File: config.mk
export PLATFORM = sky130hd
export DESIGN_NAME = slc_top
export DESIGN_NICKNAME = d
export VERILOG_FILES = /design/src/core/slc_pkg.sv /design/src/core/slc_line_chan.sv /design/src/core/slc_dma_chan.sv /design/src/core/slc_top.sv
export SDC_FILE = /design/constraint.sdc
export NUM_CORES = 1
export LEC_CHECK = 0
export ABC_CLOCK_PERIOD_IN_PS = 2800
export BUFFER_PORTS_ARGS = -buffer_cell sky130_fd_sc_hd__buf_4
export CAP_MARGIN = 10
export CORE_ASPECT_RATIO = 1.75
export CORE_MARGIN = 4
export CORE_UTILIZATION = 47
export DETAILED_ROUTE_END_ITERATION = 12
export PLACE_DENSITY_LB_ADDON = 0.05
export SLEW_MARGIN = 25
export SYNTH_ARGS = -nofsm -noshare
export SYNTH_HDL_FRONTEND = slang
export SYNTH_HIERARCHICAL = 1
export SYNTH_SLANG_ARGS = --single-unit
File: constraint.sdc
create_clock -name i_mclk -period 2.8 [get_ports i_mclk]
set_input_delay 0 -clock i_mclk [delete_from_list [all_inputs] [get_ports i_mclk]]
set_output_delay 0 -clock i_mclk [all_outputs]
set_load 0.01 [all_outputs]
File: src/core/slc_pkg.sv
package slc_pkg;
	// ----------------------------------------
	// apb register map (byte addresses)
	// ----------------------------------------
	localparam logic [7:0] SLC_OFS_MODE_A = 8'h00;
	localparam logic [7:0] SLC_OFS_CHANNEL_CONFIG_TWO_A = 8'h04;
	localparam logic [7:0] SLC_OFS_TXCNT_A = 8'h08;
	localparam logic [7:0] SLC_CHAN_STRIDE = 8'h10;
	localparam logic [7:0] SLC_OFS_INT_STAT = 8'h20;
	localparam logic [7:0] SLC_OFS_INT_CLR = 8'h24;
	localparam logic [7:0] SLC_OFS_INT_EN = 8'h28;
	localparam logic [7:0] SLC_OFS_LINE_STAT = 8'h2C;
	// ----------------------------------------
	// field positions, widths and reset values
	// ----------------------------------------
	localparam int SLC_MODE_RTS_BIT = 0;
	localparam int SLC_CCR_W = 10;
	localparam int SLC_EVT_W = 3;
	localparam int SLC_EVT_CTS = 0;
	localparam int SLC_EVT_CD = 1;
	localparam int SLC_EVT_COLL = 2;
	localparam int SLC_INT_W = 6;
	localparam int SLC_CNT_W = 16;
	localparam int SLC_BLK_W = 6;
	localparam logic [31:0] SLC_RDATA_RST = 32'h0000_0000;
	localparam logic [15:0] SLC_CNT_RST = 16'h0000;
	localparam logic [5:0] SLC_INT_RST = 6'h00;
	// ----------------------------------------
	// timing: bus-mode rts lags the frame by one clock period
	// ----------------------------------------
	localparam int SLC_MCLK_HZ = 40_000_000;
	localparam int SLC_RTS_LAG_CYCLES = 1;
	// ----------------------------------------
	// clock modes
	// ----------------------------------------
	localparam logic [2:0] SLC_CM0 = 3'h0;
	localparam logic [2:0] SLC_CM1 = 3'h1;
	localparam logic [2:0] SLC_CM2 = 3'h2;
	localparam logic [2:0] SLC_CM3 = 3'h3;
	localparam logic [2:0] SLC_CM5 = 3'h5;
	// ----------------------------------------
	// types
	// ----------------------------------------
	typedef enum logic [1:0] {
		SLC_RTS_MODEM,
		SLC_RTS_TX_FRAME,
		SLC_RTS_RX_FRAME,
		SLC_RTS_OFF
	} slc_rts_cfg_e;

	// channel configuration, clk_mode in bits 2:0
	typedef struct packed {
		logic idle_fill;
		logic nrzi;
		logic autostart;
		slc_rts_cfg_e rts_cfg;
		logic open_drain;
		logic swap;
		logic [2:0] clk_mode;
	} slc_ccr_s;

	// parallel bus strobes seen by the dma path
	typedef struct packed {
		logic rd;
		logic wr;
		logic addr0;
		logic byte_high_low_enable_n;
	} slc_pbus_s;

	// bytes moved by one fifo access: word when a0 and enable are both low
	function automatic logic [1:0] slc_acc_bytes(input logic a0, input logic bhle_n);
		slc_acc_bytes = (!a0 && !bhle_n) ? 2'h2 : 2'h1;
	endfunction
endpackage

File: src/core/slc_line_chan.sv
// per-channel pin roles, rts, cts, carrier detect and data pins
module slc_line_chan (
	// clock and reset
	input wire logic i_mclk,
	input wire logic i_srst,
	// configuration
	input wire slc_pkg::slc_ccr_s i_ccr,
	input wire logic i_rts_bit,
	// transmitter and receiver core
	input wire logic i_tx_serial,
	input wire logic i_tx_active,
	input wire logic i_tx_pending,
	input wire logic i_tx_collision_bit,
	input wire logic i_rx_frame,
	// line pins
	input wire logic i_rx_line_clock,
	input wire logic i_cts_n,
	input wire logic i_carrier_detect,
	input wire logic i_collision_data_in,
	input wire logic i_rxd_pin,
	input wire logic i_txd_pin,
	output logic o_rxd_pin_out,
	output logic o_rxd_pin_oe,
	output logic o_txd_pin_out,
	output logic o_txd_pin_oe,
	output logic o_rts_n,
	// to the core
	output logic o_rx_data,
	output logic o_tx_enable,
	output logic o_rx_clock,
	output logic o_txrx_clock,
	output logic o_brg_clock,
	output logic o_cd_input,
	output logic o_rx_enable,
	output logic o_rx_strobe,
	output logic o_frame_sync,
	output logic [slc_pkg::SLC_EVT_W-1:0] o_events
);
	typedef struct packed {
		logic cts_prev;
		logic cd_prev;
		logic tx_lag;
		logic rts_n;
		logic rxd_out, rxd_oe, txd_out, txd_oe;
		logic rx_data, tx_en, rx_clk, txrx_clk, brg_clk;
		logic cd_in, rx_en, rx_strobe, fsync;
		logic [slc_pkg::SLC_EVT_W-1:0] events;
	} slc_line_state_s;

	slc_line_state_s state_reg, state_next;
	logic tx_value;
	logic drive_low;

	// next state of all pin roles
	always_comb begin
		state_next = state_reg;
		state_next.cts_prev = i_cts_n;
		state_next.cd_prev = i_carrier_detect;
		state_next.tx_lag = i_tx_active && !i_tx_collision_bit;
		// rts per configuration
		case (i_ccr.rts_cfg)
			slc_pkg::SLC_RTS_MODEM: begin
				if (i_rts_bit)
					state_next.rts_n = 1'b0;
				else if (!i_tx_active && !i_tx_pending)
					state_next.rts_n = 1'b1;
			end
			slc_pkg::SLC_RTS_TX_FRAME: state_next.rts_n = !state_reg.tx_lag;
			slc_pkg::SLC_RTS_RX_FRAME: state_next.rts_n = !i_rx_frame;
			slc_pkg::SLC_RTS_OFF: state_next.rts_n = 1'b1;
			default: state_next.rts_n = 1'b1;
		endcase
		// idle fill under nrzi with rts bit clear ors in the rts level
		tx_value = i_tx_serial;
		if (i_ccr.nrzi && i_ccr.idle_fill && !i_rts_bit)
			tx_value = i_tx_serial | state_reg.rts_n;
		// open drain only pulls low, push-pull always drives
		drive_low = !tx_value;
		state_next.txd_out = i_ccr.swap ? 1'b1 : tx_value;
		state_next.txd_oe = i_ccr.swap ? 1'b0 : (!i_ccr.open_drain || drive_low);
		state_next.rxd_out = i_ccr.swap ? tx_value : 1'b1;
		state_next.rxd_oe = i_ccr.swap ? (!i_ccr.open_drain || drive_low) : 1'b0;
		state_next.rx_data = i_ccr.swap ? i_txd_pin : i_rxd_pin;
		state_next.tx_en = !i_cts_n;
		// receive clock pin role by clock mode
		state_next.rx_clk = (i_ccr.clk_mode == slc_pkg::SLC_CM0) && i_rx_line_clock;
		state_next.txrx_clk = ((i_ccr.clk_mode == slc_pkg::SLC_CM1) ||
			(i_ccr.clk_mode == slc_pkg::SLC_CM5)) && i_rx_line_clock;
		state_next.brg_clk = ((i_ccr.clk_mode == slc_pkg::SLC_CM2) ||
			(i_ccr.clk_mode == slc_pkg::SLC_CM3)) && i_rx_line_clock;
		// carrier detect role by clock mode and auto-start
		state_next.cd_in = i_carrier_detect;
		state_next.rx_en = 1'b1;
		state_next.rx_strobe = 1'b0;
		state_next.fsync = 1'b0;
		if (i_ccr.autostart) begin
			case (i_ccr.clk_mode)
				slc_pkg::SLC_CM1: state_next.rx_strobe = i_carrier_detect;
				slc_pkg::SLC_CM5: state_next.fsync = i_carrier_detect;
				default: state_next.rx_en = i_carrier_detect;
			endcase
		end
		// change events; collision when a released bit reads back low
		state_next.events[slc_pkg::SLC_EVT_CTS] = i_cts_n != state_reg.cts_prev;
		state_next.events[slc_pkg::SLC_EVT_CD] = i_carrier_detect != state_reg.cd_prev;
		state_next.events[slc_pkg::SLC_EVT_COLL] = i_ccr.open_drain && i_tx_active &&
			tx_value && !i_collision_data_in;
	end

	// state register
	always_ff @(posedge i_mclk) begin
		if (i_srst) begin
			state_reg <= '0; // edge history starts at the idle pin levels
			state_reg.rts_n <= 1'b1;
			state_reg.rxd_out <= 1'b1;
			state_reg.txd_out <= 1'b1;
			state_reg.rx_en <= 1'b1;
		end else begin
			state_reg <= state_next;
		end
	end

	assign o_rxd_pin_out = state_reg.rxd_out;
	assign o_rxd_pin_oe = state_reg.rxd_oe;
	assign o_txd_pin_out = state_reg.txd_out;
	assign o_txd_pin_oe = state_reg.txd_oe;
	assign o_rts_n = state_reg.rts_n;
	assign o_rx_data = state_reg.rx_data;
	assign o_tx_enable = state_reg.tx_en;
	assign o_rx_clock = state_reg.rx_clk;
	assign o_txrx_clock = state_reg.txrx_clk;
	assign o_brg_clock = state_reg.brg_clk;
	assign o_cd_input = state_reg.cd_in;
	assign o_rx_enable = state_reg.rx_en;
	assign o_rx_strobe = state_reg.rx_strobe;
	assign o_frame_sync = state_reg.fsync;
	assign o_events = state_reg.events;
endmodule // slc_line_chan

File: src/core/slc_dma_chan.sv
// per-channel dma acknowledge decode and request generation
module slc_dma_chan (
	// clock and reset
	input wire logic i_mclk,
	input wire logic i_srst,
	// parallel bus
	input wire logic i_dma_ack_n,
	input wire slc_pkg::slc_pbus_s i_pbus,
	// byte count load
	input wire logic i_count_load,
	input wire logic [slc_pkg::SLC_CNT_W-1:0] i_count_value,
	// fifo status
	input wire logic i_tx_fifo_need,
	input wire logic i_rx_fifo_need,
	input wire logic [slc_pkg::SLC_BLK_W-1:0] i_rx_block_bytes,
	// outputs
	output logic o_fifo_access,
	output logic o_fifo_word,
	output logic o_fifo_high_byte,
	output logic o_tx_request,
	output logic o_rx_request,
	output logic [slc_pkg::SLC_CNT_W-1:0] o_tx_remaining
);
	typedef struct packed {
		logic acc_prev;
		logic rd_prev;
		logic access, word, high_byte;
		logic tx_req, rx_req, rx_done;
		logic [slc_pkg::SLC_CNT_W-1:0] tx_left;
		logic [slc_pkg::SLC_BLK_W-1:0] rx_left;
	} slc_dma_state_s;

	slc_dma_state_s state_reg, state_next;
	logic acc_now;
	logic acc_start;
	logic [1:0] width;

	// acknowledge low with a strobe opens the fifo; a1..a6 never looked at
	always_comb begin
		state_next = state_reg;
		acc_now = !i_dma_ack_n && (i_pbus.rd || i_pbus.wr);
		acc_start = acc_now && !state_reg.acc_prev;
		width = slc_pkg::slc_acc_bytes(i_pbus.addr0, i_pbus.byte_high_low_enable_n);
		state_next.acc_prev = acc_now;
		state_next.rd_prev = acc_now && i_pbus.rd;
		state_next.access = acc_now;
		state_next.word = acc_now && (width == 2'h2);
		state_next.high_byte = acc_now && i_pbus.addr0;
		// transmit side: count down, drop at the start of the last write
		if (i_count_load)
			state_next.tx_left = i_count_value;
		else if (acc_start && i_pbus.wr)
			state_next.tx_left = (state_reg.tx_left > {14'h0000, width}) ?
				state_reg.tx_left - {14'h0000, width} : '0;
		state_next.tx_req = i_tx_fifo_need && (state_next.tx_left != '0);
		// receive side: block size latched while idle, drop after last read ends
		if (!state_reg.rx_req && !state_reg.rx_done)
			state_next.rx_left = i_rx_block_bytes;
		else if (acc_start && i_pbus.rd)
			state_next.rx_left = (state_reg.rx_left > {4'h0, width}) ?
				state_reg.rx_left - {4'h0, width} : '0;
		if (!i_rx_fifo_need)
			state_next.rx_done = 1'b0;
		else if (state_reg.rd_prev && !acc_now && state_reg.rx_left == '0)
			state_next.rx_done = 1'b1;
		state_next.rx_req = i_rx_fifo_need && !state_next.rx_done;
	end

	// state register
	always_ff @(posedge i_mclk) begin
		if (i_srst)
			state_reg <= '0;
		else
			state_reg <= state_next;
	end

	assign o_fifo_access = state_reg.access;
	assign o_fifo_word = state_reg.word;
	assign o_fifo_high_byte = state_reg.high_byte;
	assign o_tx_request = state_reg.tx_req;
	assign o_rx_request = state_reg.rx_req;
	assign o_tx_remaining = state_reg.tx_left;
endmodule // slc_dma_chan

File: src/core/slc_top.sv
// Function
// - dma acknowledge low during a cycle enables access to that channel's fifos
// - while acknowledged, address bits one to six are ignored; fifos are selected
// - address bit zero and byte enable choose byte or word fifo access
// - swap bit exchanges receive and transmit data pin roles
// - receive clock pin: rx clock mode 0, shared clock 1/5, baud clock 2/3
// - rts control bit set drives rts low
// - after rts bit clears, rts stays low until transmitter idle
// - bus mode: rts low during frame transmission, one clock late, no collision bits
// - bus mode: rts low during frame reception, or held high
// - transmitter enabled only while clear-to-send is low
// - optional interrupt on any clear-to-send change
// - bus mode: collision data input detects collisions on the shared bus
// - carrier detect is a modem or general input in modes 0,2,3,4,6,7
// - with auto-start: receiver enable, strobe in mode 1, frame sync in mode 5
// - optional interrupt on any carrier detect change
// - transmit data pin drives serial data, push-pull or open drain
// - nrzi with idle fill and rts bit clear ors rts into transmit data
// - transmit dma request active while fifo needs data, drops on last write
// - receive dma request active while fifo needs reads, drops after last read
module slc_top (
	// clock and reset
	input wire logic i_mclk,
	input wire logic i_srst,
	// apb slave
	input wire logic i_psel,
	input wire logic i_penable,
	input wire logic i_pwrite,
	input wire logic [7:0] i_paddr,
	input wire logic [31:0] i_pwdata,
	output logic o_pready,
	output logic [31:0] o_prdata,
	output logic o_pslverr,
	// interrupt
	output logic o_irq,
	// parallel bus dma path
	input wire logic i_dma_ack_chan_a_n,
	input wire logic i_dma_ack_chan_b_n,
	input wire slc_pkg::slc_pbus_s i_pbus,
	output logic [1:0] o_fifo_access,
	output logic [1:0] o_fifo_word,
	output logic [1:0] o_fifo_high_byte,
	output logic o_tx_dma_request_a,
	output logic o_tx_dma_request_b,
	output logic o_rx_dma_request_a,
	output logic o_rx_dma_request_b,
	// fifo status from the channel cores, index 0 is channel a
	input wire logic [1:0] i_tx_fifo_need,
	input wire logic [1:0] i_rx_fifo_need,
	input wire logic [slc_pkg::SLC_BLK_W-1:0] i_rx_block_bytes_a,
	input wire logic [slc_pkg::SLC_BLK_W-1:0] i_rx_block_bytes_b,
	// serial core signals
	input wire logic [1:0] i_tx_serial,
	input wire logic [1:0] i_tx_active,
	input wire logic [1:0] i_tx_pending,
	input wire logic [1:0] i_tx_collision_bit,
	input wire logic [1:0] i_rx_frame,
	output logic [1:0] o_rx_data,
	output logic [1:0] o_tx_enable,
	output logic [1:0] o_rx_clock,
	output logic [1:0] o_txrx_clock,
	output logic [1:0] o_brg_clock,
	output logic [1:0] o_cd_input,
	output logic [1:0] o_rx_enable,
	output logic [1:0] o_rx_strobe,
	output logic [1:0] o_frame_sync,
	// line pins
	input wire logic i_rx_line_clock_a,
	input wire logic i_rx_line_clock_b,
	input wire logic [1:0] i_cts_n,
	input wire logic [1:0] i_carrier_detect,
	input wire logic i_collision_data_in_a,
	input wire logic i_collision_data_in_b,
	input wire logic [1:0] i_rxd_pin,
	input wire logic [1:0] i_txd_pin,
	output logic [1:0] o_rxd_pin_out,
	output logic [1:0] o_rxd_pin_oe,
	output logic [1:0] o_txd_pin_out,
	output logic [1:0] o_txd_pin_oe,
	output logic [1:0] o_rts_n
);
	// ----------------------------------------
	// register state
	// ----------------------------------------
	typedef struct packed {
		logic [1:0] rts_bit;
		slc_pkg::slc_ccr_s ccr_b;
		slc_pkg::slc_ccr_s ccr_a;
		logic [slc_pkg::SLC_INT_W-1:0] int_stat;
		logic [slc_pkg::SLC_INT_W-1:0] int_en;
		logic pready;
		logic pslverr;
		logic [31:0] prdata;
		logic irq;
	} slc_top_state_s;

	slc_top_state_s state_reg, state_next;
	slc_pkg::slc_ccr_s ccr [2];
	logic [1:0] count_load;
	logic [slc_pkg::SLC_CNT_W-1:0] tx_left [2];
	logic [slc_pkg::SLC_EVT_W-1:0] events [2];
	logic [1:0] dma_ack_n;
	logic [1:0] rx_line_clock;
	logic [1:0] collision_in;
	logic [1:0] tx_req;
	logic [1:0] rx_req;
	logic [slc_pkg::SLC_BLK_W-1:0] rx_block [2];
	logic setup;
	logic wr_take;
	logic [7:0] chan_ofs;
	logic chan_sel;
	logic [slc_pkg::SLC_INT_W-1:0] ev_all;
	logic [slc_pkg::SLC_INT_W-1:0] clr_mask;

	assign ccr[0] = state_reg.ccr_a;
	assign ccr[1] = state_reg.ccr_b;
	assign dma_ack_n = {i_dma_ack_chan_b_n, i_dma_ack_chan_a_n};
	assign rx_line_clock = {i_rx_line_clock_b, i_rx_line_clock_a};
	assign collision_in = {i_collision_data_in_b, i_collision_data_in_a};
	assign rx_block[0] = i_rx_block_bytes_a;
	assign rx_block[1] = i_rx_block_bytes_b;

	// ----------------------------------------
	// apb decode and register update
	// ----------------------------------------
	// zero-wait slave: read data and pready are prepared in the setup cycle
	always_comb begin
		state_next = state_reg;
		setup = i_psel && !i_penable;
		wr_take = i_psel && i_penable && state_reg.pready && i_pwrite;
		chan_sel = i_paddr >= slc_pkg::SLC_CHAN_STRIDE && i_paddr < slc_pkg::SLC_OFS_INT_STAT;
		chan_ofs = chan_sel ? i_paddr - slc_pkg::SLC_CHAN_STRIDE : i_paddr;
		count_load = 2'b00;
		clr_mask = '0;
		state_next.pready = setup;
		if (setup) begin
			state_next.pslverr = 1'b0;
			state_next.prdata = slc_pkg::SLC_RDATA_RST;
			case (chan_ofs)
				slc_pkg::SLC_OFS_MODE_A:
					state_next.prdata[slc_pkg::SLC_MODE_RTS_BIT] = state_reg.rts_bit[chan_sel];
				slc_pkg::SLC_OFS_CHANNEL_CONFIG_TWO_A:
					state_next.prdata[slc_pkg::SLC_CCR_W-1:0] = ccr[chan_sel];
				slc_pkg::SLC_OFS_TXCNT_A:
					state_next.prdata[slc_pkg::SLC_CNT_W-1:0] = tx_left[chan_sel];
				slc_pkg::SLC_OFS_INT_STAT:
					state_next.prdata[slc_pkg::SLC_INT_W-1:0] = state_reg.int_stat;
				slc_pkg::SLC_OFS_INT_CLR: ; // write only, reads zero
				slc_pkg::SLC_OFS_INT_EN:
					state_next.prdata[slc_pkg::SLC_INT_W-1:0] = state_reg.int_en;
				slc_pkg::SLC_OFS_LINE_STAT:
					state_next.prdata[9:0] = {o_rts_n, o_cd_input, i_cts_n, tx_req, rx_req};
				default: state_next.pslverr = 1'b1;
			endcase
		end else begin
			state_next.pslverr = 1'b0; // error answer stands only with pready
		end
		// writes take effect in the access cycle with pready high
		if (wr_take && !state_reg.pslverr) begin
			case (chan_ofs)
				slc_pkg::SLC_OFS_MODE_A:
					state_next.rts_bit[chan_sel] = i_pwdata[slc_pkg::SLC_MODE_RTS_BIT];
				slc_pkg::SLC_OFS_CHANNEL_CONFIG_TWO_A: begin
					if (chan_sel)
						state_next.ccr_b = i_pwdata[slc_pkg::SLC_CCR_W-1:0];
					else
						state_next.ccr_a = i_pwdata[slc_pkg::SLC_CCR_W-1:0];
				end
				slc_pkg::SLC_OFS_TXCNT_A: count_load[chan_sel] = 1'b1;
				slc_pkg::SLC_OFS_INT_CLR: clr_mask = i_pwdata[slc_pkg::SLC_INT_W-1:0];
				slc_pkg::SLC_OFS_INT_EN:
					state_next.int_en = i_pwdata[slc_pkg::SLC_INT_W-1:0];
				default: ;
			endcase
		end
		// sticky events: a new event in the clear cycle survives
		ev_all = {events[1], events[0]};
		state_next.int_stat = (state_reg.int_stat & ~clr_mask) | ev_all;
		state_next.irq = |(state_next.int_stat & state_next.int_en);
	end

	// register state
	always_ff @(posedge i_mclk) begin
		if (i_srst) begin
			state_reg <= '0;
			state_reg.prdata <= slc_pkg::SLC_RDATA_RST;
			state_reg.int_stat <= slc_pkg::SLC_INT_RST;
			state_reg.int_en <= slc_pkg::SLC_INT_RST;
		end else begin
			state_reg <= state_next;
		end
	end

	assign o_pready = state_reg.pready;
	assign o_prdata = state_reg.prdata;
	assign o_pslverr = state_reg.pslverr;
	assign o_irq = state_reg.irq;

	// ----------------------------------------
	// channel instances
	// ----------------------------------------
	// one copy of each per channel; the count loads straight from the write data
	for (genvar ch = 0; ch < 2; ch++) begin : g_chan
		slc_line_chan u_line (
			.i_mclk(i_mclk),
			.i_srst(i_srst),
			.i_ccr(ccr[ch]),
			.i_rts_bit(state_reg.rts_bit[ch]),
			.i_tx_serial(i_tx_serial[ch]),
			.i_tx_active(i_tx_active[ch]),
			.i_tx_pending(i_tx_pending[ch]),
			.i_tx_collision_bit(i_tx_collision_bit[ch]),
			.i_rx_frame(i_rx_frame[ch]),
			.i_rx_line_clock(rx_line_clock[ch]),
			.i_cts_n(i_cts_n[ch]),
			.i_carrier_detect(i_carrier_detect[ch]),
			.i_collision_data_in(collision_in[ch]),
			.i_rxd_pin(i_rxd_pin[ch]),
			.i_txd_pin(i_txd_pin[ch]),
			.o_rxd_pin_out(o_rxd_pin_out[ch]),
			.o_rxd_pin_oe(o_rxd_pin_oe[ch]),
			.o_txd_pin_out(o_txd_pin_out[ch]),
			.o_txd_pin_oe(o_txd_pin_oe[ch]),
			.o_rts_n(o_rts_n[ch]),
			.o_rx_data(o_rx_data[ch]),
			.o_tx_enable(o_tx_enable[ch]),
			.o_rx_clock(o_rx_clock[ch]),
			.o_txrx_clock(o_txrx_clock[ch]),
			.o_brg_clock(o_brg_clock[ch]),
			.o_cd_input(o_cd_input[ch]),
			.o_rx_enable(o_rx_enable[ch]),
			.o_rx_strobe(o_rx_strobe[ch]),
			.o_frame_sync(o_frame_sync[ch]),
			.o_events(events[ch])
		);

		slc_dma_chan u_dma (
			.i_mclk(i_mclk),
			.i_srst(i_srst),
			.i_dma_ack_n(dma_ack_n[ch]),
			.i_pbus(i_pbus),
			.i_count_load(count_load[ch]),
			.i_count_value(i_pwdata[slc_pkg::SLC_CNT_W-1:0]),
			.i_tx_fifo_need(i_tx_fifo_need[ch]),
			.i_rx_fifo_need(i_rx_fifo_need[ch]),
			.i_rx_block_bytes(rx_block[ch]),
			.o_fifo_access(o_fifo_access[ch]),
			.o_fifo_word(o_fifo_word[ch]),
			.o_fifo_high_byte(o_fifo_high_byte[ch]),
			.o_tx_request(tx_req[ch]),
			.o_rx_request(rx_req[ch]),
			.o_tx_remaining(tx_left[ch])
		);
	end

	assign o_tx_dma_request_a = tx_req[0];
	assign o_tx_dma_request_b = tx_req[1];
	assign o_rx_dma_request_a = rx_req[0];
	assign o_rx_dma_request_b = rx_req[1];
endmodule // slc_top

== Word-level counts from Yosys, hierarchy flattened ==
Index checks and enable logic that the tools add are counted.
Storage, ports and cells
  bits in registers: 149
  bits in latches: 0
  bits in writable memories: 0
  ROM bits: 0
  output and inout bits: 73
  memories kept: 0
Operators by class
  $add $sub $neg: 5
  multipliers: 0
  divide/modulo/power cells: 0
  $lt $le $gt $ge: 9
  eq/ne operators: 27
  shift operators: 0
  mux-type cells: 50
  bitwise gates (word level): 17
  reductions and logical operators: 122
Operators with widths (count)
  2-to-1 mux 16 bit: 9
  2-to-1 mux 6 bit: 11
  logical AND 1 bit: 52
  zero test 1 bit: 36
  == test 8 x 6 -> 1 bit (second input constant): 4
  > comparator 16 x 2 -> 1 bit: 2
  nonzero test 16 bit: 2
  subtractor 16 x 2 -> 16 bit: 2
  2-to-1 mux 10 bit: 3
  one-hot mux 5 bit (5 select lines): 1
  2-to-1 mux 1 bit: 16
  AND 6 bit: 2
  == test 3 x 2 -> 1 bit (second input constant): 4
  > comparator 6 x 2 -> 1 bit: 2
  zero test 6 bit: 2
  one-hot mux 4 bit (3 select lines): 1
  OR reduction 3 bit: 4
  subtractor 6 x 2 -> 6 bit: 2
  == test 2 bit (second input constant): 5
  NOT 1 bit: 10
  OR reduction 2 bit: 5
  == test 8 x 3 -> 1 bit (second input constant): 1
  == test 8 x 4 -> 1 bit (second input constant): 1
  >= comparator 8 x 5 -> 1 bit (second input constant): 1
  30 further kinds: 52

== Depth between registers and ports, before layout ==
Gate-level depths: netlist of the first run.
  word-level depth: 11
  gate-level depth with buffers: 12

== Hierarchy ==
The synthesis of the first run kept the hierarchy.
By module, submodules not included
  slc_dma_chan: instances 2, cells an instance 230, area each 1891.8 sq um, sequential area each 580.6 sq um
  slc_top: instances 1, cells an instance 338, area each 2999.1 sq um, sequential area each 1061.0 sq um
  slc_line_chan: instances 2, cells an instance 63, area each 654.4 sq um, sequential area each 380.4 sq um

== Worst setup path before layout of the first run ==
Ideal clock, no wire load.
  path kind: flip-flop to flip-flop
  start: reg state_reg, in the netlist o_pready
  end: reg g_chan[1].u_dma.state_reg, in the netlist g_chan[1].u_dma/o_tx_remaining[11]
  library setup time: 0.065 ns
  arrival: 2.380 ns
  data required time: 2.735 ns
  setup slack: 0.355 ns
  stages on the path, launching flop included: 10
  path buffers: 3
  period minus slack after synthesis: 2.445 ns
  cells stage by stage: dfxtp_1 -> nand4_1 -> nor2_2 -> nand3b_1 -> clkbuf_1 -> nor2_1 -> clkbuf_1 -> clkbuf_1 -> a22oi_1 -> nor2_1
On the way
  longest elaborated chain between the ends: 5
RTL lines
  from (decl): line slc_top.sv:97  | slc_top_state_s state_reg, state_next;
  from (signal assigned): line slc_top.sv:190  | state_reg <= state_next;
  logical AND 1 bit (2 in a row): line slc_top.sv:130  | wr_take = i_psel && i_penable && state_reg.pready && i_pwrite;
  logical AND 1 bit: line slc_top.sv:159  | if (wr_take && !state_reg.pslverr) begin
  2-to-1 mux 2 bit: line slc_top.sv:159
  named net count_load[1]: line slc_top.sv:99  | logic [1:0] count_load;
  2-to-1 mux 16 bit: line slc_dma_chan.sv:50  | if (i_count_load)
  to (signal assigned): line slc_dma_chan.sv:74  | state_reg <= state_next;
  to (decl): line slc_dma_chan.sv:33  | slc_dma_state_s state_reg, state_next;
The timed path passes the listed nets, and every way through them passes these cells.
A chain may end at the register's enable or synchronous reset.

== Worst setup path after layout of the first run ==
  start: in i_pbus[1] (netlist bit)
  end: reg g_chan[1].u_dma.state_reg, in the netlist g_chan[1].u_dma/o_tx_request
On the way
  longest elaborated chain between the ends: 9
  elaborated cells on any way between the ends: 10
RTL lines
  from (decl): line slc_top.sv:39  | input wire slc_pkg::slc_pbus_s i_pbus,
  zero test 1 bit *: line slc_pkg.sv:72  | slc_acc_bytes = (!a0 && !bhle_n) ? 2'h2 : 2'h1;
  logical AND 1 bit *: line slc_pkg.sv:72
  2-to-1 mux 2 bit *: line slc_pkg.sv:72
  subtractor 16 x 2 -> 16 bit or > comparator 16 x 2 -> 1 bit (tied branches): line slc_dma_chan.sv:54, slc_dma_chan.sv:53
  2-to-1 mux 16 bit *: line slc_dma_chan.sv:53  | state_next.tx_left = (state_reg.tx_left > {14'h0000, width}) ?
  2-to-1 mux 16 bit *: line slc_dma_chan.sv:52  | else if (acc_start && i_pbus.wr)
  2-to-1 mux 16 bit *: line slc_dma_chan.sv:50
  nonzero test 16 bit *: line slc_dma_chan.sv:55  | state_next.tx_req = i_tx_fifo_need && (state_next.tx_left != '0);
  logical AND 1 bit *: line slc_dma_chan.sv:55
Mark *: on every way between the ends. The rest lies on a longest branch, timed or not.

==> flow_metrics.env, run 1 <==
export IMPL_outcome="completed"
export IMPL_synth_warnings=6
export IMPL_grt_pass1_vias=7506
export IMPL_synthTopCellsByArea="dfxtp_1, buf_4, nor2_1, mux2i_1, a21oi_1"
export IMPL_num_antenna_cells=0
export IMPL_slew_viol_final=0
export IMPL_yosysUniqueCellTypes=76
export IMPL_register_area_sq_um=2980
export IMPL_postSynthAreaPerCell_sq_um=8.76
export IMPL_drc=0
export IMPL_clk_latency_ns=0.43
export IMPL_wire_per_inst_um=19.1
export IMPL_clk_path_buf_depth=2
export IMPL_fp_dieArea_sq_um=19500
export IMPL_timing_final_setup_violations=0
export IMPL_worst_slew_pin_slew_ns=0.900
export IMPL_crit_fanout=4
export IMPL_syn_inst=924
export IMPL_cts_sinks=149
export IMPL_critPathKind="in -> reg"
export IMPL_final_period_utilization_pct=98.1
export IMPL_crit_arrival_ns=3.04
export IMPL_row_count=63
export IMPL_die_x_um=107
export IMPL_grt_pass1_wl_mm=39.9
export IMPL_vias=7366
export IMPL_ir_worst_vdd_v=0.000377
export IMPL_dr_pass1_iters=5
export IMPL_cts_tree="yes"
export IMPL_synth_ff_type="dfxtp_1"
export IMPL_fin_ws_ns=0.0519
export IMPL_p_per_area_nw_per_um2=581
export IMPL_p_leak_nw=4.32
export IMPL_hpwl_mm=18.7
export IMPL_post_place_cells=1229
export IMPL_cts_htree_levels=4
export IMPL_synth_seq_cells=149
export IMPL_antenna_found_initial=0
export IMPL_hold_viol=0
export IMPL_fin_crit_ns=2.75
export IMPL_fillers=1538
export IMPL_cts_setup_buffers=0
export IMPL_pre_cts_slack_ns=0.210
export IMPL_final_cells=1326
export IMPL_pin_count=162
export IMPL_syn_area_sq_um=8090
export IMPL_utilization_pct=60.4
export IMPL_grtUsageTotal_pct=26.3
export IMPL_clk_pin_slew_ns=0.07
export IMPL_crit_required_ns=3.10
export IMPL_dieHeight_um=182
export IMPL_io_buffers=129
export IMPL_largest_reg_flops=32
export IMPL_maxCapViolations=0
export IMPL_synth_top_area_share_pct=36.9
export IMPL_async_flop_share_pct=0
export IMPL_drt_total_wl_mm=25.4
export IMPL_synth_edf_count=0
export IMPL_max_freq_ghz=0.364
export IMPL_slew_headroom_pct=39.8
export IMPL_first_iter_violations=350
export IMPL_grt_max_degree=58
export IMPL_cts_root_buf="clkbuf_16"
export IMPL_multi_input_comb_area_sq_um=4380
export IMPL_cts_inserted_buffers=17
export IMPL_synth_largest_area_cell="dfxtp_1"
export IMPL_cp_start_kind="input pin"
export IMPL_hold_path_class="in -> reg"
export IMPL_nets=1189
export IMPL_holdWs_ns=0.0202
export IMPL_setup_tns_ns=0
export IMPL_yosys_cell_count_top_type="dfxtp_1"
export IMPL_seq_area_frac_synth_pct=36.9
export IMPL_ant_nets=0
export IMPL_drive_gt1_share_pct=22.7
export IMPL_grt_ovfl_total=0
export IMPL_synth_common_cells="dfxtp_1, nor2_1, buf_4"
export IMPL_via_per_inst=5.56
export IMPL_skew_ns=0.0143
export IMPL_cp_end_kind="flop"
export IMPL_syn2layout_area_growth_pct=26.6
export IMPL_gp_congestion=0.953
export IMPL_r2r_slack_ns=0.20
export IMPL_core_area_sq_um=16900
export IMPL_rsz0062_at_grt="no"
export IMPL_start_util_pct=47.7
## report_power, final
group	internal, mW	switching (mW)
Combinational	0.549	0.632
Sequential	2.23	0.119
Clock	1.38	1.04
Total	4.16	1.79
## repair_timing
action | CTS | global route
hold buffers | 65 | 0
setup endpoints to repair | 0 | 1
resized for setup | 0 | 1
endpoints found under the hold margin | 121 | 0
## cell type report
class,count,share of cell area [%]
Clock inverter,14,1.80
Timing Repair Buffer,229,18.4
Inverter,25,0.916
Multi-Input combinational cell,664,42.7
Tap cell,227,2.77
Clock buffer,18,4.29
Sequential cell,149,29.1
## stage by stage
step                total power, mW  area [sq um]
finish                         5.95         10200
global route                   6.21         10200
CTS                            5.98         10200
detailed placement             3.49          8960
global placement               3.48          8960
floorplan                      3.15          8150
## worst max-delay path, stage by stage
cell and delay [ns]:
dlygate4sd3_1 0.54, buf_4 0.14, or2_2 0.30, ha_1 0.22, fa_1 0.44, nor3b_1 0.19
or4_1 0.46, o41ai_1 0.09, o211ai_1 0.16, nor4_1 0.38, o211ai_2 0.13
## cell families (layout without fill, tap and decap cells)
| group | Yosys count | in the layout | synth area share (%) |
|---|---|---|---|
| AOI/OAI and AO/OA | 220 | 220 | 18.9 |
| adders and majority gates | 14 | 14 | 2.54 |
| xor gates and xnor gates | 28 | 28 | 3.03 |
| muxes | 41 | 41 | 5.12 |
| other | 1 | 16 | 0.0463 |
| and+or+nand+nor | 345 | 345 | 23.7 |
| DFF | 149 | 149 | 36.9 |
| buffers and inverters | 126 | 286 | 9.82 |
## cells in the final DEF, fill, tap and decap left out, drive strengths merged, types with 5 or more instances in the layout
cell type and instances:
nor3b 8, inv 33, buf 164, a22oi 26, o221a 5, nor3 29
clkbuf 18, or4b 6, o21ai 48, or3 12, xnor2 20, nand2 57
dlygate4sd3 65, o22ai 8, mux2i 38, or2 8, o211ai 8, or4 10
and2 8, o221ai 6, xor2 8, nor2b 17, a21oi 65, nand3 13
nand4 10, a22o 7, nor2 119, o31ai 5, conb 16, dfxtp 149
a2111oi 6, nor4 15, ha 10, nand2b 8
## layer usage
layer,GRT usage (%),wire length [um]
met1,27.7,9180
met2,47.8,13400
met3,3.52,1100
met4,17.2,1730
met5,0,0
## final timing paths
| path | start | end | cells after the start |
|---|---|---|---|
| max | i_pbus[1] | g_chan[1].u_dma/o_tx_request | 11 |
| min | i_pbus[0] | g_chan[1].u_dma/o_fifo_word | 4 |
| max reg2reg | g_chan[1].u_dma/o_tx_remaining[11] | g_chan[1].u_dma/o_tx_request | 6 |
| min reg2reg | o_prdata[15] | o_prdata[15] | 2 |
(Power assumes the default switching activity.)
==> run 2, diff against run 1 <==
- PLACE_DENSITY: default -> 0.7
- PLACE_DENSITY_LB_ADDON: 0.05 -> default
- SYNTH_HIERARCHICAL: 1 -> default
==> run 2 against run 1 <==
Effect of this change: global-route usage is 0.18 points lower; die area down 5.6%; routed wire length is 4.6% lower; utilization up 1.1 points; sequential power about the same; clock-buffer cell count is the same; critical path type is now reg -> reg.
==> flow_metrics.env, run 2 <==
export IMPL_final_period_utilization_pct=96.4
export IMPL_grtUsageTotal_pct=26.1
export IMPL_synth_largest_area_cell="dfxtp_1"
export IMPL_synthTopCellsByArea="dfxtp_1, nor2_1, buf_4, mux2i_1, a21oi_1"
export IMPL_cts_htree_levels=4
export IMPL_num_antenna_cells=0
export IMPL_largest_reg_flops=32
export IMPL_max_freq_ghz=0.370
export IMPL_hold_path_class="in -> reg"
export IMPL_maxCapViolations=0
export IMPL_cts_root_buf="clkbuf_16"
export IMPL_grt_pass1_vias=7156
export IMPL_cts_inserted_buffers=17
export IMPL_fp_dieArea_sq_um=18400
export IMPL_hold_viol=0
export IMPL_p_leak_nw=4.13
export IMPL_synth_ff_type="dfxtp_1"
export IMPL_dieHeight_um=176
export IMPL_antenna_found_initial=0
export IMPL_crit_slowest_cell="a2111oi_1"
export IMPL_ir_worst_vdd_v=0.000381
export IMPL_gp_congestion=0.971
export IMPL_synth_top_area_share_pct=39.2
export IMPL_setup_tns_ns=0
export IMPL_slew_viol_final=0
export IMPL_synth_edf_count=0
export IMPL_via_per_inst=5.64
export IMPL_drc=0
export IMPL_r2r_slack_ns=0.1
export IMPL_total_power_mw=5.76
export IMPL_outcome="completed"
export IMPL_p_per_area_nw_per_um2=590
export IMPL_final_cells=1260
export IMPL_drive_gt1_share_pct=21.3
export IMPL_async_flop_share_pct=0
export IMPL_dr_pass1_iters=5
export IMPL_hpwl_mm=17.7
export IMPL_core_area_sq_um=15900
export IMPL_cp_start_kind="flop"
export IMPL_synth_seq_cells=149
export IMPL_clk_path_buf_depth=2
export IMPL_cts_sinks=149
export IMPL_fin_crit_ns=2.70
export IMPL_timing_final_setup_violations=0
export IMPL_crit_arrival_ns=2.99
export IMPL_syn_area_sq_um=7610
export IMPL_postSynthAreaPerCell_sq_um=8.51
export IMPL_drt_total_wl_mm=24.2
export IMPL_clk_latency_ns=0.43
export IMPL_start_util_pct=48.0
export IMPL_ant_nets=0
export IMPL_vias=7112
export IMPL_cpPeakStageDelay_ns=0.43
export IMPL_first_iter_violations=582
export IMPL_nets=1161
export IMPL_crit_required_ns=3.09
export IMPL_synth_warnings=0
export IMPL_io_buffers=129
export IMPL_fillers=1415
export IMPL_utilization_pct=61.5
export IMPL_crit_path_frequent_cell="inv_1"
export IMPL_clk_pin_slew_ns=0.07
export IMPL_most_common_layout_cells="buf_4, nor2_1, dfxtp_1, dlygate4sd3_1, a21oi_1"
export IMPL_syn_inst=895
export IMPL_yosysUniqueCellTypes=70
export IMPL_row_count=61
export IMPL_synth_common_cells="dfxtp_1, nor2_1, buf_4"
export IMPL_final_common_cell="buf_4"
export IMPL_critPathKind="reg -> reg"
export IMPL_post_place_cells=1159
export IMPL_cts_tree="yes"
export IMPL_grt_ovfl_total=0
export IMPL_slew_headroom_pct=45.3
export IMPL_die_x_um=104
export IMPL_skew_ns=0.0145
export IMPL_syn2layout_area_growth_pct=28.2
export IMPL_grt_max_degree=71
export IMPL_pin_count=162
export IMPL_seq_area_frac_synth_pct=39.2
export IMPL_wire_per_inst_um=19.2
export IMPL_worstPathCellList="inv_1, ha_1, inv_1, fa_1, a2111oi_1, nor3b_4, buf_4, a21o_1, o21ai_1, and4bb_1, a41oi_1"
export IMPL_worst_slew_pin_slew_ns=0.820
export IMPL_cp_end_kind="flop"
export IMPL_grt_pass1_wl_mm=37.9
export IMPL_crit_fanout=5
==> run 2: cell count changes in the layout (fill, tap and decap cells not counted), sizes merged, moves of 8 or more <==
cell | previous run | this run
a21oi | 65 | 52
mux2i | 38 | 46
a221oi | 2 | 13
nor2 | 119 | 150
o21ai | 48 | 26
nand2 | 57 | 49
xor2 | 8 | 19
a22oi | 26 | 13
==> run 2: per-layer routing <==
metal  routed length [um]  global-route usage, %  vias to the layer above  share of wire [%]
met5                    0                      0                        -                  0
met4                 1590                   16.7                        0                6.5
met3                 1110                   4.10                       95                4.6
li1                     -                      -                     3421                  -
met1                 8730                   27.1                     3301                 36
met2                12800                   48.6                      295                 53
==> run 2: final timing paths <==
kind | end | startpoint | cells past startpoint
setup / recovery | g_chan[0].u_dma.o_tx_request | g_chan[0].u_dma.o_tx_remaining[0] | 11
hold / removal | o_pslverr | i_paddr[3] | 3
setup reg to reg | g_chan[0].u_dma.o_tx_request | g_chan[0].u_dma.o_tx_remaining[0] | 11
hold reg to reg | o_prdata[12] | o_prdata[12] | 2
==> run 2: final cells by class <==
| type | instances | area (sq um) | share of cell area, % |
|---|---|---|---|
| Sequential cell | 149 | 2980 | 30.6 |
| Clock inverter | 14 | 116 | 1.19 |
| Clock buffer | 18 | 439 | 4.50 |
| Tap cell | 189 | 236 | 2.42 |
| Inverter | 24 | 90.1 | 0.923 |
| Timing Repair Buffer | 236 | 1930 | 19.8 |
| Multi-Input combinational cell | 630 | 3960 | 40.6 |
==> run 2: what timing repair did <==
item                       in CTS  in global routing
gates resized for setup         0                  5
setup endpoints to repair       0                  2
buffers inserted                0                  4
hold buffers                   65                  0
hold endpoints to repair      115                  0
==> run 2: through the flow <==
| stage | hold slack [ns] | worst slack [ns] | cell area, sq um |
|---|---|---|---|
| 2_1_floorplan | 0.0724 | 0.166 | 7680 |
| 3_3_place_gp | 0.162 | 0.139 | 8500 |
| 3_5_place_dp | 0.165 | 0.0698 | 8500 |
| 6_report | 0.0000630 | 0.0994 | 9760 |
| 4_1_cts | 0.000813 | 0.0931 | 9710 |
| 5_1_grt | 0.00799 | -0.0656 | 9760 |
==> run 2: kinds of logic after synthesis <==
kind of cell	Yosys count	synth area share, %
other	1	0.0493
AOI/OAI and AO/OA	165	14.7
xor gates and xnor gates	32	3.68
DFF	149	39.2
buffers and inverters	131	10.0
adders and majority gates	14	2.70
and+or+nand+nor	356	23.5
muxes	47	6.20
==> run 2: power breakdown <==
part	internal, mW	switching (mW)	total, mW
Clock	1.18	1.01	2.19
Sequential	2.23	0.119	2.35
Combinational	0.581	0.635	1.22
==> run 2: worst max-delay path: cells and delay by family, from the launching register on <==
family	cells	cell delay (ns)
compound gates	4	0.75
simple gates	2	0.62
fa+ha+maj	2	0.57
flops	1	0.33
buf+inv	3	0.30
